$ cat config.mk
export PLATFORM = sky130hd
export DESIGN_NAME = dlms_ctrl_end_flat
export DESIGN_NICKNAME = d
export VERILOG_FILES = /design/src/pkg/dlms_pkg.sv /design/src/pkg/dlms_if.sv /design/src/rtl/dlms_wait_counter.sv /design/src/rtl/dlms_ctrl_end.sv /design/src/flat_wrapper.sv
export VERILOG_INCLUDE_DIRS = /design/src /design/src/pkg
export SDC_FILE = /design/constraint.sdc
export NUM_CORES = 1
export LEC_CHECK = 0
export ABC_AREA = 1
export BUFFER_PORTS_ARGS = -buffer_cell sky130_fd_sc_hd__buf_4
export CAP_MARGIN = 20
export CORE_MARGIN = 4
export CORE_UTILIZATION = 49
export DETAILED_ROUTE_END_ITERATION = 10
export PLACE_DENSITY = 0.76
export SYNTH_ARGS = -nofsm -noshare
export SYNTH_HDL_FRONTEND = slang
export SYNTH_SLANG_ARGS = --single-unit
$ cat constraint.sdc
create_clock -name clock_i -period 1.95 [get_ports clock_i]
set_input_delay 0.2925 -clock clock_i [delete_from_list [all_inputs] [get_ports clock_i]]
set_output_delay 0.2925 -clock clock_i [all_outputs]
set_load 0.05 [all_outputs]
$ cat src/pkg/dlms_map.svh
// Offsets, field positions, reset values and timing counts of the DLL mode switch sequence.
`ifndef DLMS_MAP_SVH
`define DLMS_MAP_SVH
`define DLMS_CLK_PERIOD_PS 8000
`define DLMS_NS_TO_CYC(ns) (((ns) * 1000 + `DLMS_CLK_PERIOD_PS - 1) / `DLMS_CLK_PERIOD_PS)
`define DLMS_REG_CTRL 4'h0
`define DLMS_REG_STATUS 4'h4
`define DLMS_REG_MODE 4'h8
`define DLMS_REG_TIME0 4'hC
`define DLMS_CTRL_START_BIT 0
`define DLMS_CTRL_DIR_BIT 1
`define DLMS_CTRL_ZQ_BIT 2
`define DLMS_CTRL_ODTEN_BIT 3
`define DLMS_ADDR_DLL_OFF_BIT 0
`define DLMS_ADDR_DLL_RESET_BIT 8
`define DLMS_TMRD_CYC 8'h04
`define DLMS_TMOD_CYC 8'h0C
`define DLMS_TCKSRE_CYC 8'h05
`define DLMS_TCKSRX_CYC 8'h05
`define DLMS_TXS_NS 170
`define DLMS_TXS_CYC `DLMS_NS_TO_CYC(`DLMS_TXS_NS)
`define DLMS_TDLLK_CYC 512
`define DLMS_TZQOPER_CYC 512
`define DLMS_MODE_RESET 16'h0000
`endif

$ cat src/pkg/dlms_pkg.sv
// Types of the DLL mode switch sequence.
package dlms_pkg;
   typedef enum logic [2:0]
   {
      DLMS_CMD_NOP = 3'h0,
      DLMS_CMD_MRS = 3'h1,
      DLMS_CMD_SRE = 3'h2,
      DLMS_CMD_SRX = 3'h3,
      DLMS_CMD_ZQCL = 3'h4
   } dlms_cmd_t;
   typedef enum logic [1:0]
   {
      DLMS_MR_PRIMARY = 2'h0,
      DLMS_MR_EXT_ONE = 2'h1
   } dlms_mr_t;
endpackage : dlms_pkg

$ cat src/pkg/dlms_if.sv
// Command link between the controller and the DRAM model end.
`timescale 1ns/1ps
interface dlms_if;
   logic cke;
   logic odt;
   logic clk_run;
   dlms_pkg::dlms_cmd_t cmd;
   dlms_pkg::dlms_mr_t mr_sel;
   logic [15:0] addr;
   modport ctrl (output cke, output odt, output clk_run, output cmd, output mr_sel, output addr);
   modport dram (input cke, input odt, input clk_run, input cmd, input mr_sel, input addr);
endinterface : dlms_if

$ cat src/rtl/dlms_wait_counter.sv
// Down counter that times one wait interval.
`timescale 1ns/1ps
module dlms_wait_counter #(
   parameter int WIDTH = 10
) (
   // Clock and reset
   input wire logic clock_i,
   input wire logic resetn_i,
   // Load and status
   input wire logic load_i,
   input wire logic [WIDTH-1:0] value_i,
   output logic busy_o
);
   logic [WIDTH-1:0] count;
   if (WIDTH < 2)
      $error("dlms_wait_counter: WIDTH too small");
   assign busy_o = (count != '0);
   always_ff @(posedge clock_i or negedge resetn_i)
   begin
      if (!resetn_i)
         count <= '0;
      else if (load_i)
         count <= value_i;
      else if (busy_o)
         count <= count - 1'b1;
   end
endmodule : dlms_wait_counter

$ cat src/rtl/dlms_ctrl_end.sv
// Controller end: sequences DLL off and DLL on switches across a self refresh clock change.
//
// Design decisions made here: the Avalon-MM interface to the registers and the address map.
`timescale 1ns/1ps
`include "dlms_map.svh"
module dlms_ctrl_end #(
   parameter int DLLK_CYC = `DLMS_TDLLK_CYC,
   parameter int ZQOPER_CYC = `DLMS_TZQOPER_CYC
) (
   // Clock and reset
   input wire logic clock_i,
   input wire logic resetn_i,
   // Avalon-MM slave
   input wire logic [3:0] avs_address_i,
   input wire logic avs_read_i,
   input wire logic avs_write_i,
   input wire logic [31:0] avs_writedata_i,
   output logic [31:0] avs_readdata_o,
   output logic avs_waitrequest_o,
   // Link
   dlms_if.ctrl link
);
   typedef enum logic [10:0]
   {
      S_IDLE = 11'h001,
      S_MR_OFF = 11'h002,
      S_SRE = 11'h004,
      S_CLKCHG = 11'h008,
      S_SRX = 11'h010,
      S_MR_ON = 11'h020,
      S_MR_RST = 11'h040,
      S_MR_NEW = 11'h080,
      S_ZQ = 11'h100,
      S_RELOCK = 11'h200,
      S_DONE = 11'h400
   } dlms_state_t;
   if (DLLK_CYC < 1 || DLLK_CYC > 1023 || ZQOPER_CYC < 1 || ZQOPER_CYC > 1023)
      $error("dlms_ctrl_end: DLLK_CYC and ZQOPER_CYC must be 1..1023");
   dlms_state_t state;
   dlms_state_t next_state;
   logic go_dir_on;
   logic zq_en;
   logic odt_feat;
   logic busy;
   logic [15:0] new_mode;
   logic [9:0] next_wait;
   logic load;
   logic wait_busy;
   logic [9:0] lock_count;
   logic zq_issued;
   logic sel_ctrl;
   logic sel_status;
   logic sel_mode;
   logic start_req;
   logic step_ok;
   logic rd_done;
   dlms_pkg::dlms_cmd_t next_cmd;
   dlms_pkg::dlms_mr_t next_mr;
   logic [15:0] next_addr;
   // ******************************************************
   // Register access
   // ******************************************************
   // Reads take one wait state so that the registered read data stands when waitrequest drops.
   assign avs_waitrequest_o = avs_read_i && !rd_done;
   assign sel_ctrl = (avs_address_i == `DLMS_REG_CTRL);
   assign sel_status = (avs_address_i == `DLMS_REG_STATUS);
   assign sel_mode = (avs_address_i == `DLMS_REG_MODE);
   assign start_req = avs_write_i && sel_ctrl && avs_writedata_i[`DLMS_CTRL_START_BIT] && !busy;
   assign busy = (state != S_IDLE) && (state != S_DONE);
   always_ff @(posedge clock_i or negedge resetn_i)
   begin
      if (!resetn_i)
      begin
         go_dir_on <= 1'b0;
         zq_en <= 1'b0;
         odt_feat <= 1'b0;
         new_mode <= `DLMS_MODE_RESET;
         avs_readdata_o <= 32'h0000_0000;
         rd_done <= 1'b0;
      end
      else
      begin
         if (avs_write_i && sel_ctrl && !busy)
         begin
            go_dir_on <= avs_writedata_i[`DLMS_CTRL_DIR_BIT];
            zq_en <= avs_writedata_i[`DLMS_CTRL_ZQ_BIT];
            odt_feat <= avs_writedata_i[`DLMS_CTRL_ODTEN_BIT];
         end
         if (avs_write_i && sel_mode && !busy)
            new_mode <= avs_writedata_i[15:0];
         rd_done <= avs_read_i && !rd_done;
         if (avs_read_i && !rd_done)
            avs_readdata_o <= sel_ctrl ? {28'h0000000, odt_feat, zq_en, go_dir_on, 1'b0} :
                              sel_status ? {19'h00000, state, zq_issued, busy} :
                              sel_mode ? {16'h0000, new_mode} : 32'h0000_0000;
      end
   end
   // ******************************************************
   // Sequencer
   // ******************************************************
   dlms_wait_counter #(
      .WIDTH(10)
   ) i_dlms_wait_counter (
      .clock_i(clock_i),
      .resetn_i(resetn_i),
      .load_i(load),
      .value_i(next_wait),
      .busy_o(wait_busy)
   );
   assign step_ok = !wait_busy;
   always_comb
   begin
      next_state = state;
      next_cmd = dlms_pkg::DLMS_CMD_NOP;
      next_mr = dlms_pkg::DLMS_MR_PRIMARY;
      next_addr = 16'h0000;
      next_wait = 10'h000;
      load = 1'b0;
      unique case (state)
         S_IDLE, S_DONE:
         begin
            if (start_req)
               next_state = avs_writedata_i[`DLMS_CTRL_DIR_BIT] ? S_SRE : S_MR_OFF;
         end
         S_MR_OFF:
         begin
            next_cmd = dlms_pkg::DLMS_CMD_MRS;
            next_mr = dlms_pkg::DLMS_MR_EXT_ONE;
            next_addr = 16'h0001 << `DLMS_ADDR_DLL_OFF_BIT;
            next_wait = 10'(`DLMS_TMOD_CYC - 1);
            load = 1'b1;
            next_state = S_SRE;
         end
         S_SRE:
         begin
            if (step_ok)
            begin
               next_cmd = dlms_pkg::DLMS_CMD_SRE;
               next_wait = 10'(`DLMS_TCKSRE_CYC);
               load = 1'b1;
               next_state = S_CLKCHG;
            end
         end
         S_CLKCHG:
         begin
            if (step_ok)
            begin
               next_wait = 10'(`DLMS_TCKSRX_CYC);
               load = 1'b1;
               next_state = S_SRX;
            end
         end
         S_SRX:
         begin
            if (step_ok)
            begin
               next_cmd = dlms_pkg::DLMS_CMD_SRX;
               next_wait = 10'(`DLMS_TXS_CYC - 1);
               load = 1'b1;
               next_state = go_dir_on ? S_MR_ON : S_MR_NEW;
            end
         end
         S_MR_ON:
         begin
            if (step_ok)
            begin
               next_cmd = dlms_pkg::DLMS_CMD_MRS;
               next_mr = dlms_pkg::DLMS_MR_EXT_ONE;
               next_wait = 10'(`DLMS_TMRD_CYC - 1);
               load = 1'b1;
               next_state = S_MR_RST;
            end
         end
         S_MR_RST:
         begin
            if (step_ok)
            begin
               next_cmd = dlms_pkg::DLMS_CMD_MRS;
               next_mr = dlms_pkg::DLMS_MR_PRIMARY;
               next_addr = 16'h0001 << `DLMS_ADDR_DLL_RESET_BIT;
               next_wait = 10'(`DLMS_TMRD_CYC - 1);
               load = 1'b1;
               next_state = S_MR_NEW;
            end
         end
         S_MR_NEW:
         begin
            if (step_ok)
            begin
               next_cmd = dlms_pkg::DLMS_CMD_MRS;
               next_mr = dlms_pkg::DLMS_MR_PRIMARY;
               next_addr = go_dir_on ? (new_mode & ~(16'h0001 << `DLMS_ADDR_DLL_RESET_BIT)) : new_mode;
               next_wait = 10'(`DLMS_TMOD_CYC - 1);
               load = 1'b1;
               next_state = zq_en ? S_ZQ : S_RELOCK;
            end
         end
         S_ZQ:
         begin
            if (step_ok)
            begin
               next_cmd = dlms_pkg::DLMS_CMD_ZQCL;
               next_wait = 10'(ZQOPER_CYC - 1);
               load = 1'b1;
               next_state = S_RELOCK;
            end
         end
         S_RELOCK:
         begin
            if (step_ok && lock_count == 10'h000)
               next_state = S_DONE;
         end
         default:
            next_state = S_IDLE;
      endcase
   end
   always_ff @(posedge clock_i or negedge resetn_i)
   begin
      if (!resetn_i)
      begin
         state <= S_IDLE;
         link.cmd <= dlms_pkg::DLMS_CMD_NOP;
         link.mr_sel <= dlms_pkg::DLMS_MR_PRIMARY;
         link.addr <= 16'h0000;
         link.cke <= 1'b1;
         link.odt <= 1'b0;
         link.clk_run <= 1'b1;
         lock_count <= 10'h000;
         zq_issued <= 1'b0;
      end
      else
      begin
         state <= next_state;
         link.cmd <= next_cmd;
         link.mr_sel <= next_mr;
         link.addr <= next_addr;
         // CKE stays high except from self refresh entry until exit.
         if (next_cmd == dlms_pkg::DLMS_CMD_SRE)
            link.cke <= 1'b0;
         else if (next_cmd == dlms_pkg::DLMS_CMD_SRX)
            link.cke <= 1'b1;
         link.odt <= 1'b0;
         link.clk_run <= !(state == S_CLKCHG && step_ok);
         if (state == S_MR_RST && step_ok)
            lock_count <= 10'(DLLK_CYC);
         else if (lock_count != 10'h000)
            lock_count <= lock_count - 10'h001;
         if (start_req)
            zq_issued <= 1'b0;
         else if (next_cmd == dlms_pkg::DLMS_CMD_ZQCL)
            zq_issued <= 1'b1;
      end
   end
endmodule : dlms_ctrl_end

$ cat src/flat_wrapper.sv
// flat-port wrapper written by rule: the top's interface ports become plain ports
module dlms_ctrl_end_flat 
#(
   parameter int DLLK_CYC = `DLMS_TDLLK_CYC,
   parameter int ZQOPER_CYC = `DLMS_TZQOPER_CYC
)
  (clock_i, resetn_i, avs_address_i, avs_read_i, avs_write_i, avs_writedata_i, avs_readdata_o, avs_waitrequest_o, link_cke, link_odt, link_clk_run, link_cmd, link_mr_sel, link_addr);
  dlms_if link_i ();
  input wire logic clock_i;
  input wire logic resetn_i;
  input wire logic [3:0] avs_address_i;
  input wire logic avs_read_i;
  input wire logic avs_write_i;
  input wire logic [31:0] avs_writedata_i;
  output logic [31:0] avs_readdata_o;
  output logic avs_waitrequest_o;
  output wire logic [$bits(link_i.cke)-1:0] link_cke;
  output wire logic [$bits(link_i.odt)-1:0] link_odt;
  output wire logic [$bits(link_i.clk_run)-1:0] link_clk_run;
  output wire logic [$bits(link_i.cmd)-1:0] link_cmd;
  output wire logic [$bits(link_i.mr_sel)-1:0] link_mr_sel;
  output wire logic [$bits(link_i.addr)-1:0] link_addr;
  assign link_cke = link_i.cke;
  assign link_odt = link_i.odt;
  assign link_clk_run = link_i.clk_run;
  assign link_cmd = link_i.cmd;
  assign link_mr_sel = link_i.mr_sel;
  assign link_addr = link_i.addr;
  dlms_ctrl_end #(.DLLK_CYC(DLLK_CYC), .ZQOPER_CYC(ZQOPER_CYC)) u_core (.clock_i(clock_i), .resetn_i(resetn_i), .avs_address_i(avs_address_i), .avs_read_i(avs_read_i), .avs_write_i(avs_write_i), .avs_writedata_i(avs_writedata_i), .avs_readdata_o(avs_readdata_o), .avs_waitrequest_o(avs_waitrequest_o), .link(link_i));
endmodule
Word-level counts from Yosys, hierarchy flattened:

Cells that the tools add are included.

* register bits after elaboration: 107
* bits in latches: 0
* memory bits (writable): 0
* ROM bits: 0
* input bits: 40
* output and inout port bits: 57
* logic and storage cells: 116
* memories kept: 0

* add/subtract/negate cells: 2
* multiply operators: 0
* divide/modulo/power cells: 0
* $lt $le $gt $ge: 0
* equal/unequal tests: 27
* shifts and indexed selects: 0
* multiplexer cells: 43
* bitwise operators: 0
* reduce and logical (&&, ||, !) cells: 29

Operators with widths (number)
* $pmux 11 s10: 1
* $mux 11: 9
* $mux 32: 2
* $pmux 10 s6: 1
* $mux 10: 5
* $pmux 16 s3: 1
* $mux 16: 2
* $mux 9: 3
* $reduce_bool 10->1: 2
* $sub 10x1->10 const B: 2
* $pmux 3 s5: 1
* $ne 2x2->1 const B: 7
* $eq 11x1->1 const B: 1
* $eq 11x10->1 const B: 1
* $eq 11x11->1 const B: 1
* $eq 11x2->1 const B: 1
* $eq 11x3->1 const B: 1
* $eq 11x4->1 const B: 1
* $eq 11x5->1 const B: 1
* $eq 11x6->1 const B: 1
* $eq 11x7->1 const B: 1
* $eq 11x8->1 const B: 1
* $eq 11x9->1 const B: 1
* $logic_and 1x1->1: 11
* other kinds (23): 43

Logic depth before layout (Yosys ltp):

Gate-level depths: netlist of run 1.

* depth in word-level cells: 6
* gate-level depth with buffers: 12
* gate-level depth less buffers: 12

Hierarchy:

A second synthesis of run 1 with hierarchy kept.

* cells, all modules: 586
* area, all modules: 4633.2 um2

Modules (own cells, without submodules)
* dlms_ctrl_end: instances 1, cells an instance 494, area each 3942.5 um2, seq. area each 2005.7 um2
* dlms_wait_counter: instances 1, cells an instance 92, area each 690.7 um2, seq. area each 250.2 um2

Worst setup path before layout of run 1:

No wires, ideal clock.

* kind: register to register
* start point: reg u_core.i_dlms_wait_counter.count[0]
* end point: reg u_core.state[3]
* library setup time: 0.121 ns
* arrival: 1.732 ns
* data required time: 1.829 ns
* setup slack: 0.097 ns
* stages on the path, launching flop included: 11
* path buffers: 1
* path through: dfrtp_1 > inv_1 > ha_1 > nand2_2 > nor3_4 > inv_4 > o21ai_2 > nand3_2 > buf_6 > nand2_1 > o21ai_2

* longest elaborated chain between the ends: 5

Ends and longest elaborated chain
* start: declaration: line dlms_wait_counter.sv:14 `logic [WIDTH-1:0] count;`
* start signal: assignment: line dlms_wait_counter.sv:23 `count <= value_i;`
* start signal: assignment: line dlms_wait_counter.sv:25 `count <= count - 1'b1;`
* $reduce_bool 10->1 *: line dlms_wait_counter.sv:17 `assign busy_o = (count != '0);`
* $logic_not 1->1: line dlms_ctrl_end.sv:110 `assign step_ok = !wait_busy;`
* $logic_and 1x1->1: line dlms_ctrl_end.sv:210 `if (step_ok && lock_count == 10'h000)`
* $ne 2x1->1 (no source line)
* $reduce_and 9->1 (no source line) *
* end signal: assignment: line dlms_ctrl_end.sv:233 `state <= next_state;`
* end: declaration: line dlms_ctrl_end.sv:39 `dlms_state_t state;`

Mark *: on every way between the ends. The rest lies on a longest branch, timed or not.
A chain may end at the register's enable or synchronous reset.

Worst setup path after layout of run 1:

* start point: reg u_core.state[3]
* end point: reg u_core.new_mode[15]

* longest elaborated chain between the ends: 4

Ends and longest elaborated chain
* $ne 11x1->1 or $ne 11x11->1 (tied branches): line dlms_ctrl_end.sv:69 `assign busy = (state != S_IDLE) && (state != S_DONE);`
* $logic_and 1x1->1 *: line dlms_ctrl_end.sv:69
* $logic_not 1->1 *: line dlms_ctrl_end.sv:89 `if (avs_write_i && sel_mode && !busy)`
* $logic_and 1x1->1 *: line dlms_ctrl_end.sv:89
* end signal: assignment: line dlms_ctrl_end.sv:77 `` new_mode <= `DLMS_MODE_RESET; ``
* end signal: assignment: line dlms_ctrl_end.sv:90 `new_mode <= avs_writedata_i[15:0];`
* end: declaration: line dlms_ctrl_end.sv:45 `logic [15:0] new_mode;`

Marked as above.

==> results of run 1 <==
[layout by cell type, fill, tap and decap left out, drive strengths merged]
cell and instances:
a21oi 13, a221oi 1, a31oi 3, buf 101, clkbuf 10, clkinv 3, clkinvlp 1, conb 18
dfrtp 87, dfstp 3, dlygate4sd3 1, ha 3, inv 75, mux2 12, nand2 119, nand3 24
nand4 9, nor2 72, nor3 14, nor3b 1, o21ai 26, o22ai 12, o31ai 4, or2 1
xnor2 4, xor2 9
[timing repair]
| item | CTS | global route |
|---|---|---|
| resized for setup | 1 | 9 |
| buffers inserted | 0 | 7 |
| hold endpoints to repair | 36 | 0 |
| setup endpoints to repair | 2 | 34 |
| hold buffers | 1 | 0 |
| pin swaps | 0 | 6 |
[power by group through the flow]
stage                     logic (mW)  registers, mW  clock network (mW)
after floorplan                 1.68           2.55                   0
after global placement          2.37           2.51                   0
after detailed placement        2.46           2.52                   0
after CTS                       2.48           2.49                1.22
after global routing            2.91           2.55                1.30
final                           2.58           2.50                1.19
[registers in the layout, indices dropped and copies added (netlist names)]
| register | count |
|---|---|
| u_core.avs_readdata_o | 16 |
| u_core.go_dir_on | 1 |
| u_core.i_dlms_wait_counter.count | 10 |
| u_core.link.addr | 16 |
| u_core.link.cke | 1 |
| u_core.link.clk_run | 1 |
| u_core.link.cmd | 3 |
| u_core.link.mr_sel | 1 |
| u_core.lock_count | 10 |
| u_core.new_mode | 16 |
| u_core.odt_feat | 1 |
| u_core.rd_done | 1 |
| u_core.state | 11 |
| u_core.zq_en | 1 |
| u_core.zq_issued | 1 |
[worst max-delay path by stage]
stage	start	endpoint	slack (ps)	cells past startpoint
after CTS	u_core.state[3]$_DFFE_PN0P_	u_core.new_mode[15]$_DFFE_PN0P_	20	8
after detailed placement	u_core.state[3]$_DFFE_PN0P_	u_core.new_mode[15]$_DFFE_PN0P_	10	8
after floorplan	u_core.i_dlms_wait_counter.count[0]$_DFFE_PN0P_	u_core.state[3]$_DFFE_PN0P_	100	10
after global routing	u_core.state[3]$_DFFE_PN0P_	u_core.new_mode[15]$_DFFE_PN0P_	-50	8
final	u_core.state[3]$_DFFE_PN0P_	u_core.new_mode[15]$_DFFE_PN0P_	80	8
after global placement	u_core.state[0]$_DFFE_PN1P_	u_core.state[10]$_DFFE_PN0P_	70	12
[cell families after synthesis]
group                      after synthesis  share of synthesized area
adders and majority gates                3                   0.008442
buffers and inverters                  101                     0.1050
xor gates and xnor gates                13                    0.02561
other                                    1                  0.0008433
and+or+nand+nor                        240                     0.2423
AOI/OAI and AO/OA                       59                    0.08019
DFF                                     90                     0.5073
muxes                                   12                    0.03039
[layer usage]
layer,up-vias,GRT usage,wire (um)
met4,0,0.06773,126
met5,-,0,0
li1,1806,-,-
met1,1776,0.2780,4620
met3,10,0.03957,498
met2,93,0.3577,5155
[layout make-up]
type | instances | area (sq um) | share of cell area
clock buffer | 10 | 137.6 | 0.02516
clock inverter | 6 | 40.04 | 0.007319
tap | 108 | 135.1 | 0.02470
inverter | 73 | 276.5 | 0.05055
multi-input combinational | 345 | 1818 | 0.3323
timing repair buffer | 102 | 805.8 | 0.1473
sequential | 90 | 2257 | 0.4126
[worst max-delay path, stage by stage, from the launching register on]
cell and delay [ps]:
dfrtp_1 440, nor2_4 160, nand2_2 130, nor2_4 130, nand3_1 100, nand2_2 130
nand3_1 100, buf_4 210, mux2_1 330
[metrics by stage]
| step | total power, mW | hold WS, ps | setup slack, ps |
|---|---|---|---|
| global placement | 4.880 | 296.5 | 65.46 |
| floorplan | 4.235 | -3.091 | 96.72 |
| finish | 6.273 | 115.2 | 84.86 |
| CTS | 6.183 | 90.78 | 20.71 |
| detailed placement | 4.987 | 298.5 | 9.568 |
| global route | 6.765 | 93.99 | -45.81 |
==> results.yml, run 1 <==
sta:
  fin_skew_ps: 13.86
  hold_violations: 0
  finalMaxSlewViolations: 0
  clock.fmax_ghz: 0.5362
  fin_crit_ps: 1865
  setup_violations: 0
  final.setup.tns_ps: 0
  period_share: 0.9565
  max-slew-margin-rel: 0.5580
  worst_slew_pin_slew_ps: 662.3
final_layout:
  fill_cells: 783
  syn_to_final_growth_pct: 23.02
  diodes: 0
  fin_cells: 734
  post-route-cell-area_sq_mm: 0.005470
  post-route-util: 0.6242
  final_nets: 664
  drive_above_1_share: 0.2604
die:
  core_area_sq_mm: 0.008763
  chipWidth_um: 103.3
  fp-row-count: 34
  initial_core_util: 0.5074
  die_y_um: 103.3
  dieArea_sq_mm: 0.01066
  ios: 97
synth:
  synth-main-ff-cell: "dfrtp_1"
  synth-edff-count: 0
  synthCells: 519
  ys_types: 37
  netlist_area_sq_mm: 0.004447
  synthTopCellsByArea: "dfrtp_1 (49%), nand2_1 (9.2%), inv_1 (5.7%)"
  synth_warnings: 0
  yosysTopAreaCellShare: 0.4896
  synth_top_cell_by_area: "dfrtp_1"
  synthArstFlopShare: 1.000
  avgSynthCellArea_sq_um: 8.568
  synth_common_cells: "nand2_1 (109), dfrtp_1 (87), inv_1 (68)"
  ys_seq_area_frac: 0.5073
  synth.most_common_cell: "nand2_1"
  synth_seq_cells: 90
setup_path:
  worst-setup-path-type: "flip-flop to flip-flop"
  r2r_cells: 8
  cp_max_fo: 12
  rrSetupSlack_ps: 80
  endpoint_kind: "flip-flop"
  cp_data_required_time_ps: 2200
  start_kind: "flip-flop"
  r2r-start: "u_core.state[3]$_DFFE_PN0P_"
  r2r-end: "u_core.new_mode[15]$_DFFE_PN0P_"
  crit_arrival_ps: 2120
clock_tree:
  numCtsBuffers: 9
  h-tree-depth: 3
  clk_path_buf_depth: 2
  path_clk_slew_ps: 90
  clkSinkCount: 90
  clock_latency_ps: 370
  cts_tree: "yes"
  root_buffer: "clkbuf_8"
hold_path:
  hp-class: "primary input to flip-flop"
  min_from: "avs_writedata_i[1]"
  hold_end: "u_core.state[1]$_DFFE_PN0P_"
  hold_depth: 2
flow_run:
  drv_cap: 0
placed_design:
  dp_hpwl_um: 7780
  gp_congestion: 0.9175
  place_inst: 710
  placed_area_sq_mm: 0.005199
  portBuffers: 62
route:
  drtIter0Drc: 234
  ant_nets: 0
  drtPass1Iterations: 4
  drc: 0
  via_per_inst: 5.020
  routed_wl_um: 10400
  num_vias: 3685
  drt-wirelength-per-cell_um: 14.17
power:
  pwr-share-clk: 0.189
  switching_share: 0.3982
  switchingPower_mw: 2.498
  intPower_mw: 3.775
  cellPowerDensity_mw_per_mm2: 1147
  combPwrFrac: 0.412
  vdd_drop_max_mv: 0.5146
  static-leakage-power_nw: 2.952
  sequentialPowerShare: 0.399
global_routing:
  grt_pass1_wl_um: 17530
  grt_max_degree: 40
  antenna_found_initial: 0
  grt_usage: 0.2122
  overflow: 0
  grt_pass1_vias: 3682
outcome:
  outcome: "finished clean"
(Power assumes the default switching activity.)
==> run 2: changes to the inputs <==
--- a/config.mk
+++ b/config.mk
@@ -10,9 +10,10 @@
 export BUFFER_PORTS_ARGS = -buffer_cell sky130_fd_sc_hd__buf_4
 export CAP_MARGIN = 20
 export CORE_MARGIN = 4
-export CORE_UTILIZATION = 49
+export CORE_UTILIZATION = 50
 export DETAILED_ROUTE_END_ITERATION = 10
-export PLACE_DENSITY = 0.76
+export PLACE_DENSITY = 0.77
 export SYNTH_ARGS = -nofsm -noshare
 export SYNTH_HDL_FRONTEND = slang
+export SYNTH_HIERARCHICAL = 1
 export SYNTH_SLANG_ARGS = --single-unit
==> run 2 against run 1 <==
Against the previous run:
- clock power increased by 11%
- combinational power decreased by 20%
- hold slack improved by 67 ps
- synthesized cell count increased by 13%
- area after synthesis increased by 4.2%
- first-iteration DRC count decreased by 30%
- critical path type unchanged
- critical endpoint is now u_core/i_dlms_wait_counter/count[4]$_DFFE_PN0P_
- largest cell class unchanged
- highest routed layer unchanged
==> results.yml, run 2 <==
outcome:
  outcome: "finished clean"
setup_path:
  rrSetupSlack_ps: 100
  crit_arrival_ps: 2100
  worst-setup-path-type: "flip-flop to flip-flop"
  r2r_cells: 14
  crit_end: "u_core/i_dlms_wait_counter/count[4]$_DFFE_PN0P_"
  endpoint_kind: "flip-flop"
  start_kind: "flip-flop"
  r2r-end: "u_core/i_dlms_wait_counter/count[4]$_DFFE_PN0P_"
  cp_data_required_time_ps: 2200
  critPathLaunch: "u_core/state[0]$_DFFE_PN1P_"
  slowest_delay_ps: 570
  path_cells: "nor2_4 > inv_2 > nor2_2 > nand2_1 > nand3_2 > inv_1 > nand2_2 > o21ai_2 > inv_2 > buf_6 > a21oi_2 > o21ai_1 > o21ai_1 > nor2_1"
  cp_max_fo: 6
  cpMaxStageDelayCell: "dfstp_2"
  r2r-start: "u_core/state[0]$_DFFE_PN1P_"
clock_tree:
  numCtsBuffers: 9
  h-tree-depth: 3
  root_buffer: "clkbuf_8"
  clk_path_buf_depth: 2
  path_clk_slew_ps: 100
  cts_tree: "yes"
  clkSinkCount: 90
  clock_latency_ps: 360
synth:
  avgSynthCellArea_sq_um: 7.906
  synth_top_cell_by_area: "dfrtp_1"
  netlist_area_sq_mm: 0.004633
  synthTopCellsByArea: "dfrtp_1 (47%), nand2_1 (9.4%), inv_1 (6.7%)"
  synth_seq_cells: 90
  synth_common_cells: "nand2_1 (116), dfrtp_1 (87), inv_1 (83)"
  ys_seq_area_frac: 0.4869
  synth-main-ff-cell: "dfrtp_1"
  synth_warnings: 6
  synth.most_common_cell: "nand2_1"
  synthArstFlopShare: 1.000
  ys_types: 44
  yosysTopAreaCellShare: 0.4699
  synthCells: 586
  synth-edff-count: 0
placed_design:
  portBuffers: 62
  place_inst: 775
  pre_cts_ws_ps: 1.278
  gp_congestion: 0.8923
  dp_hpwl_um: 8106
route:
  num_vias: 4032
  drtPass1Iterations: 5
  drc: 0
  drt-wirelength-per-cell_um: 13.52
  routed_wl_um: 10900
  ant_nets: 0
  via_per_inst: 5.002
  drtIter0Drc: 164
sta:
  hold_violations: 0
  max-slew-margin-rel: 0.5486
  final.setup.tns_ps: 0
  clock.fmax_ghz: 0.5405
  fin_skew_ps: 15.23
  period_share: 0.9489
  holdWs_ps: 182.0
  layout_setup_ws_ps: 99.73
  setup_violations: 0
  rsz0062_at_grt: "yes"
  worst_slew_pin_slew_ps: 676.3
  finalMaxSlewViolations: 0
  fin_crit_ps: 1850
die:
  ios: 97
  fp-row-count: 34
  core_area_sq_mm: 0.008848
  dieArea_sq_mm: 0.01087
  chipWidth_um: 104.3
  initial_core_util: 0.5236
  die_y_um: 104.3
power:
  vdd_drop_max_mv: 0.6058
  cellPowerDensity_mw_per_mm2: 992.5
  static-leakage-power_nw: 3.266
global_routing:
  antenna_found_initial: 0
  grt_pass1_vias: 3852
  overflow: 0
  grt_usage: 0.2018
  grt_max_degree: 37
  grt_pass1_wl_um: 18110
flow_run:
  drv_cap: 0
final_layout:
  most-common-layout-cells: "nand2_1 (111), buf_4 (102), dfrtp_1 (86), inv_1 (80), nor2_1 (73)"
  final_common_cell: "nand2_1"
  final_nets: 736
  diodes: 0
  top_regs: "u_core/avs_readdata_o (16), u_core/link.addr (16), u_core/new_mode (16)"
  fin_cells: 806
  drive_above_1_share: 0.2822
  post-route-util: 0.6587
  syn_to_final_growth_pct: 25.79
hold_path:
  hp-class: "primary input to flip-flop"
==> run 2: changes by cell type after synthesis, sizes merged, moves of 8 or more <==
cell / previous run / this run
a21oi: 13 / 24
xor2: 9 / 1
inv: 73 / 96
nand2: 119 / 131
mux2: 12 / 0
o21ai: 26 / 38
nor2: 72 / 89
nand3: 24 / 35
==> run 2: how the worst min path moves through the flow <==
stage	slack (ps)	to	startpoint	depth (start not counted)
final	180	u_core/new_mode[15]$_DFFE_PN0P_	avs_writedata_i[15]	3
after global routing	180	u_core/new_mode[11]$_DFFE_PN0P_	avs_writedata_i[11]	3
after CTS	170	u_core/new_mode[15]$_DFFE_PN0P_	avs_writedata_i[15]	3
after detailed placement	280	u_core/avs_readdata_o[13]$_DFFE_PN0P_	resetn_i	1
after global placement	270	u_core/avs_readdata_o[13]$_DFFE_PN0P_	resetn_i	1
after floorplan	-3	u_core/avs_readdata_o[0]$_DFFE_PN0P_	resetn_i	0
==> run 2: timing repair <==
action	in CTS	in global routing
setup endpoints to repair	4	14
buffers inserted	1	12
resized for setup	1	41
pin swaps	1	16
cloned	0	1
hold buffers	1	0
hold endpoints to repair	32	0
==> run 2: logic make-up after synthesis <==
group,synth area share
other cells,0.0008094
compound gates,0.1048
xor+xnor,0.003781
flops,0.4869
fa+ha+maj,0.008102
buf+inv,0.1207
simple gates,0.2749
==> run 2: routing by layer <==
layer,track usage,share of wire,up-vias
li1,-,-,2024
met2,0.3404,0.49,104
met1,0.2662,0.45,1893
met5,0,0,-
met4,0.05983,0.011,0
met3,0.03476,0.045,11
==> run 2: power breakdown <==
part           switching [mW]  leakage (nW)  total (mW)  internal, mW
clock                   0.705         0.103        1.32         0.613
sequential              0.230          1.16        2.41          2.18
combinational            1.37          2.00        2.06         0.694
total                    2.30          3.27        5.78          3.48
==> run 2: final cells by class <==
| class | count | area, sq um |
|---|---|---|
| clock buffers | 9 | 123.9 |
| inverters | 97 | 369.1 |
| repair buffers | 107 | 838.3 |
| well taps | 108 | 135.1 |
| multi-input cells | 388 | 2024 |
| flip-flops and latches | 90 | 2257 |
| fillers | 770 | 3020 |
| clock inverters | 7 | 80.08 |
==> run 2: critical path: cells and delay by family, from the launching register on <==
family	cells	cell delay [ps]
AND/OR/NAND/NOR	6	420
buffers and inverters	4	370
flip-flops	1	570
AO/OA/AOI/OAI	4	380
==> run 2: through the flow <==
step	cell area (sq um)	power, mW
4_1_cts	5605	5.647
3_5_place_dp	5379	4.304
5_1_grt	5828	6.174
3_3_place_gp	5379	4.225
6_report	5828	5.785
2_1_floorplan	4730	3.855
==> run 3: changes to the inputs <==
==> constraint.sdc (replaced) <==
create_clock -name clock_i -period 1.95 [get_ports clock_i]
set_input_delay 0.39 -clock clock_i [delete_from_list [all_inputs] [get_ports clock_i]]
set_output_delay 0.39 -clock clock_i [all_outputs]
set_load 0.05 [all_outputs]
==> run 3 against run 2 <==
Against the previous run:
- final cell count is 0.12% higher
- utilization is 0.21 points lower
- fmax is 3.0% lower
- highest routed layer unchanged
- worst setup slack worse by 57 ps
==> results.yml, run 3 (synthesized netlist as in run 2, its figures left out) <==
outcome:
  outcome: "finished clean"
die:
  dieArea_sq_mm: 0.01087
  ios: 97
  fp-row-count: 34
  core_area_sq_mm: 0.008848
  initial_core_util: 0.5236
  chipWidth_um: 104.3
  die_y_um: 104.3
sta:
  rsz0062_at_grt: "yes"
  period_share: 0.9780
  setup_violations: 0
  hold_violations: 0
  fin_crit_ps: 1907
  layout_setup_ws_ps: 42.87
  max-slew-margin-rel: 0.5604
  worst_slew_pin_slew_ps: 658.7
  finalMaxSlewViolations: 0
  fin_skew_ps: 10.49
  clock.fmax_ghz: 0.5243
global_routing:
  grt_pass1_wl_um: 18580
  grt_pass1_vias: 3895
  grt_usage: 0.2073
  grt_max_degree: 40
  overflow: 0
  antenna_found_initial: 0
clock_tree:
  clkSinkCount: 90
  clock_latency_ps: 360
  numCtsBuffers: 9
  root_buffer: "clkbuf_8"
  h-tree-depth: 3
  path_clk_slew_ps: 100
  cts_tree: "yes"
  clk_path_buf_depth: 2
power:
  static-leakage-power_nw: 3.232
  cellPowerDensity_mw_per_mm2: 975.2
  vdd_drop_max_mv: 0.6911
final_layout:
  most-common-layout-cells: "nand2_1 (110), buf_4 (103), dfrtp_1 (84), inv_1 (80), nor2_1 (72)"
  drive_above_1_share: 0.2847
  syn_to_final_growth_pct: 25.38
  diodes: 0
  final_nets: 737
  post-route-cell-area_sq_mm: 0.005809
  fill_cells: 752
  final_common_cell: "nand2_1"
  top_regs: "u_core/avs_readdata_o (16), u_core/link.addr (16), u_core/new_mode (16)"
hold_path:
  hp-class: "primary input to flip-flop"
setup_path:
  worst-setup-path-type: "flip-flop to flip-flop"
  cp_data_required_time_ps: 2190
  path_buf_inv: 3
  cpMaxStageDelayCell: "dfrtp_1"
  endpoint_kind: "flip-flop"
  path_cells: "inv_2 > ha_4 > nand2_4 > nor2_8 > nand3_4 > buf_4 > o21ai_2 > nand2_2 > inv_4 > nand2_4 > nand2_1 > o21ai_1"
  cp_top_family: "simple AND/OR/NAND/NOR gates"
  cp_max_fo: 11
  start_kind: "flip-flop"
  slowest_delay_ps: 410
  crit_arrival_ps: 2150
  crit_top_cell: "nand2_4"
flow_run:
  drv_cap: 0
route:
  drtIter0Drc: 195
  drc: 0
  drt-wirelength-per-cell_um: 13.90
  num_vias: 4126
  via_per_inst: 5.113
  routed_wl_um: 11220
  drtPass1Iterations: 5
  ant_nets: 0
placed_design:
  gp_congestion: 0.8762
  placed_area_sq_mm: 0.005371
  portBuffers: 62
  pre_cts_ws_ps: -54.79
  dp_hpwl_um: 8237
==> run 3: changes by cell type in the layout (fill, tap and decap cells not counted), sizes merged <==
cell and change:
clkbuf +2, bufinv -1, buf +1, clkinv +2
inv -3
==> run 3: what timing repair did <==
item / CTS / global route
gates cloned: 0 / 1
resized for setup: 7 / 35
hold buffers: 1 / 0
endpoints found under the hold margin: 15 / 0
setup buffers: 3 / 12
endpoints found under the setup margin: 5 / 18
pin swaps: 2 / 16
==> run 3: power by group <==
group | leakage, nW | total (mW) | internal, mW | switching, mW
combinational | 1.98 | 2.07 | 0.714 | 1.36
sequential | 1.16 | 2.40 | 2.18 | 0.222
clock | 0.0899 | 1.19 | 0.507 | 0.687
total | 3.23 | 5.67 | 3.40 | 2.27
==> run 3: cell type report <==
class / instances / area, sq um / area share
Clock inverter: 5 / 38.79 / 0.006677
Inverter: 97 / 369.1 / 0.06354
Tap cell: 108 / 135.1 / 0.02326
Sequential cell: 90 / 2260 / 0.3890
Multi-Input combinational cell: 388 / 2019 / 0.3476
Timing Repair Buffer: 108 / 845.8 / 0.1456
Clock buffer: 11 / 141.4 / 0.02434
==> run 3: worst paths after layout <==
| path | startpoint | endpoint | slack, ps | cells past startpoint |
|---|---|---|---|---|
| hold reg to reg | u_core/avs_readdata_o[6]$_DFFE_PN0P_ | u_core/avs_readdata_o[6]$_DFFE_PN0P_ | 490 | 2 |
| setup reg to reg | u_core/i_dlms_wait_counter/count[0]$_DFFE_PN0P_ | u_core/state[10]$_DFFE_PN0P_ | 40 | 12 |
| min in group asynchronous | resetn_i | u_core/link.addr[4]$_DFF_PN0_ | 510 | 2 |
| hold / removal | avs_writedata_i[15] | u_core/new_mode[15]$_DFFE_PN0P_ | 290 | 3 |
| max in group asynchronous | resetn_i | u_core/link.clk_run$_DFF_PN1_ | 800 | 3 |
| setup / recovery | u_core/i_dlms_wait_counter/count[0]$_DFFE_PN0P_ | u_core/state[10]$_DFFE_PN0P_ | 40 | 12 |
==> run 3: through the flow <==
step	hold slack (ps)	setup TNS, ps	instances	util	power (mW)
finish	291.0	0	807	0.6565	5.666
floorplan	94.41	0	604	-	3.855
CTS	276.8	0	794	0.6324	5.514
global placement	369.8	0	774	0.6070	4.219
global route	281.0	-520.1	807	0.6565	6.049
detailed placement	378.8	-155.0	774	0.6070	4.307
==> run 3: worst reg2reg max path: cells and delay by family (launching register included) <==
family / cells / cell delay [ps]
fa+ha+maj: 1 / 170
buf+inv: 3 / 370
compound gates: 2 / 210
flops: 1 / 410
simple gates: 6 / 640
==> run 3: per-layer routing <==
metal / vias to the layer above / global-route usage / share of wire
li1: 2029 / - / -
met2: 119 / 0.3524 / 0.50
met4: 0 / 0.05793 / 0.016
met5: - / 0 / 0
met3: 17 / 0.03786 / 0.052
met1: 1961 / 0.2716 / 0.43
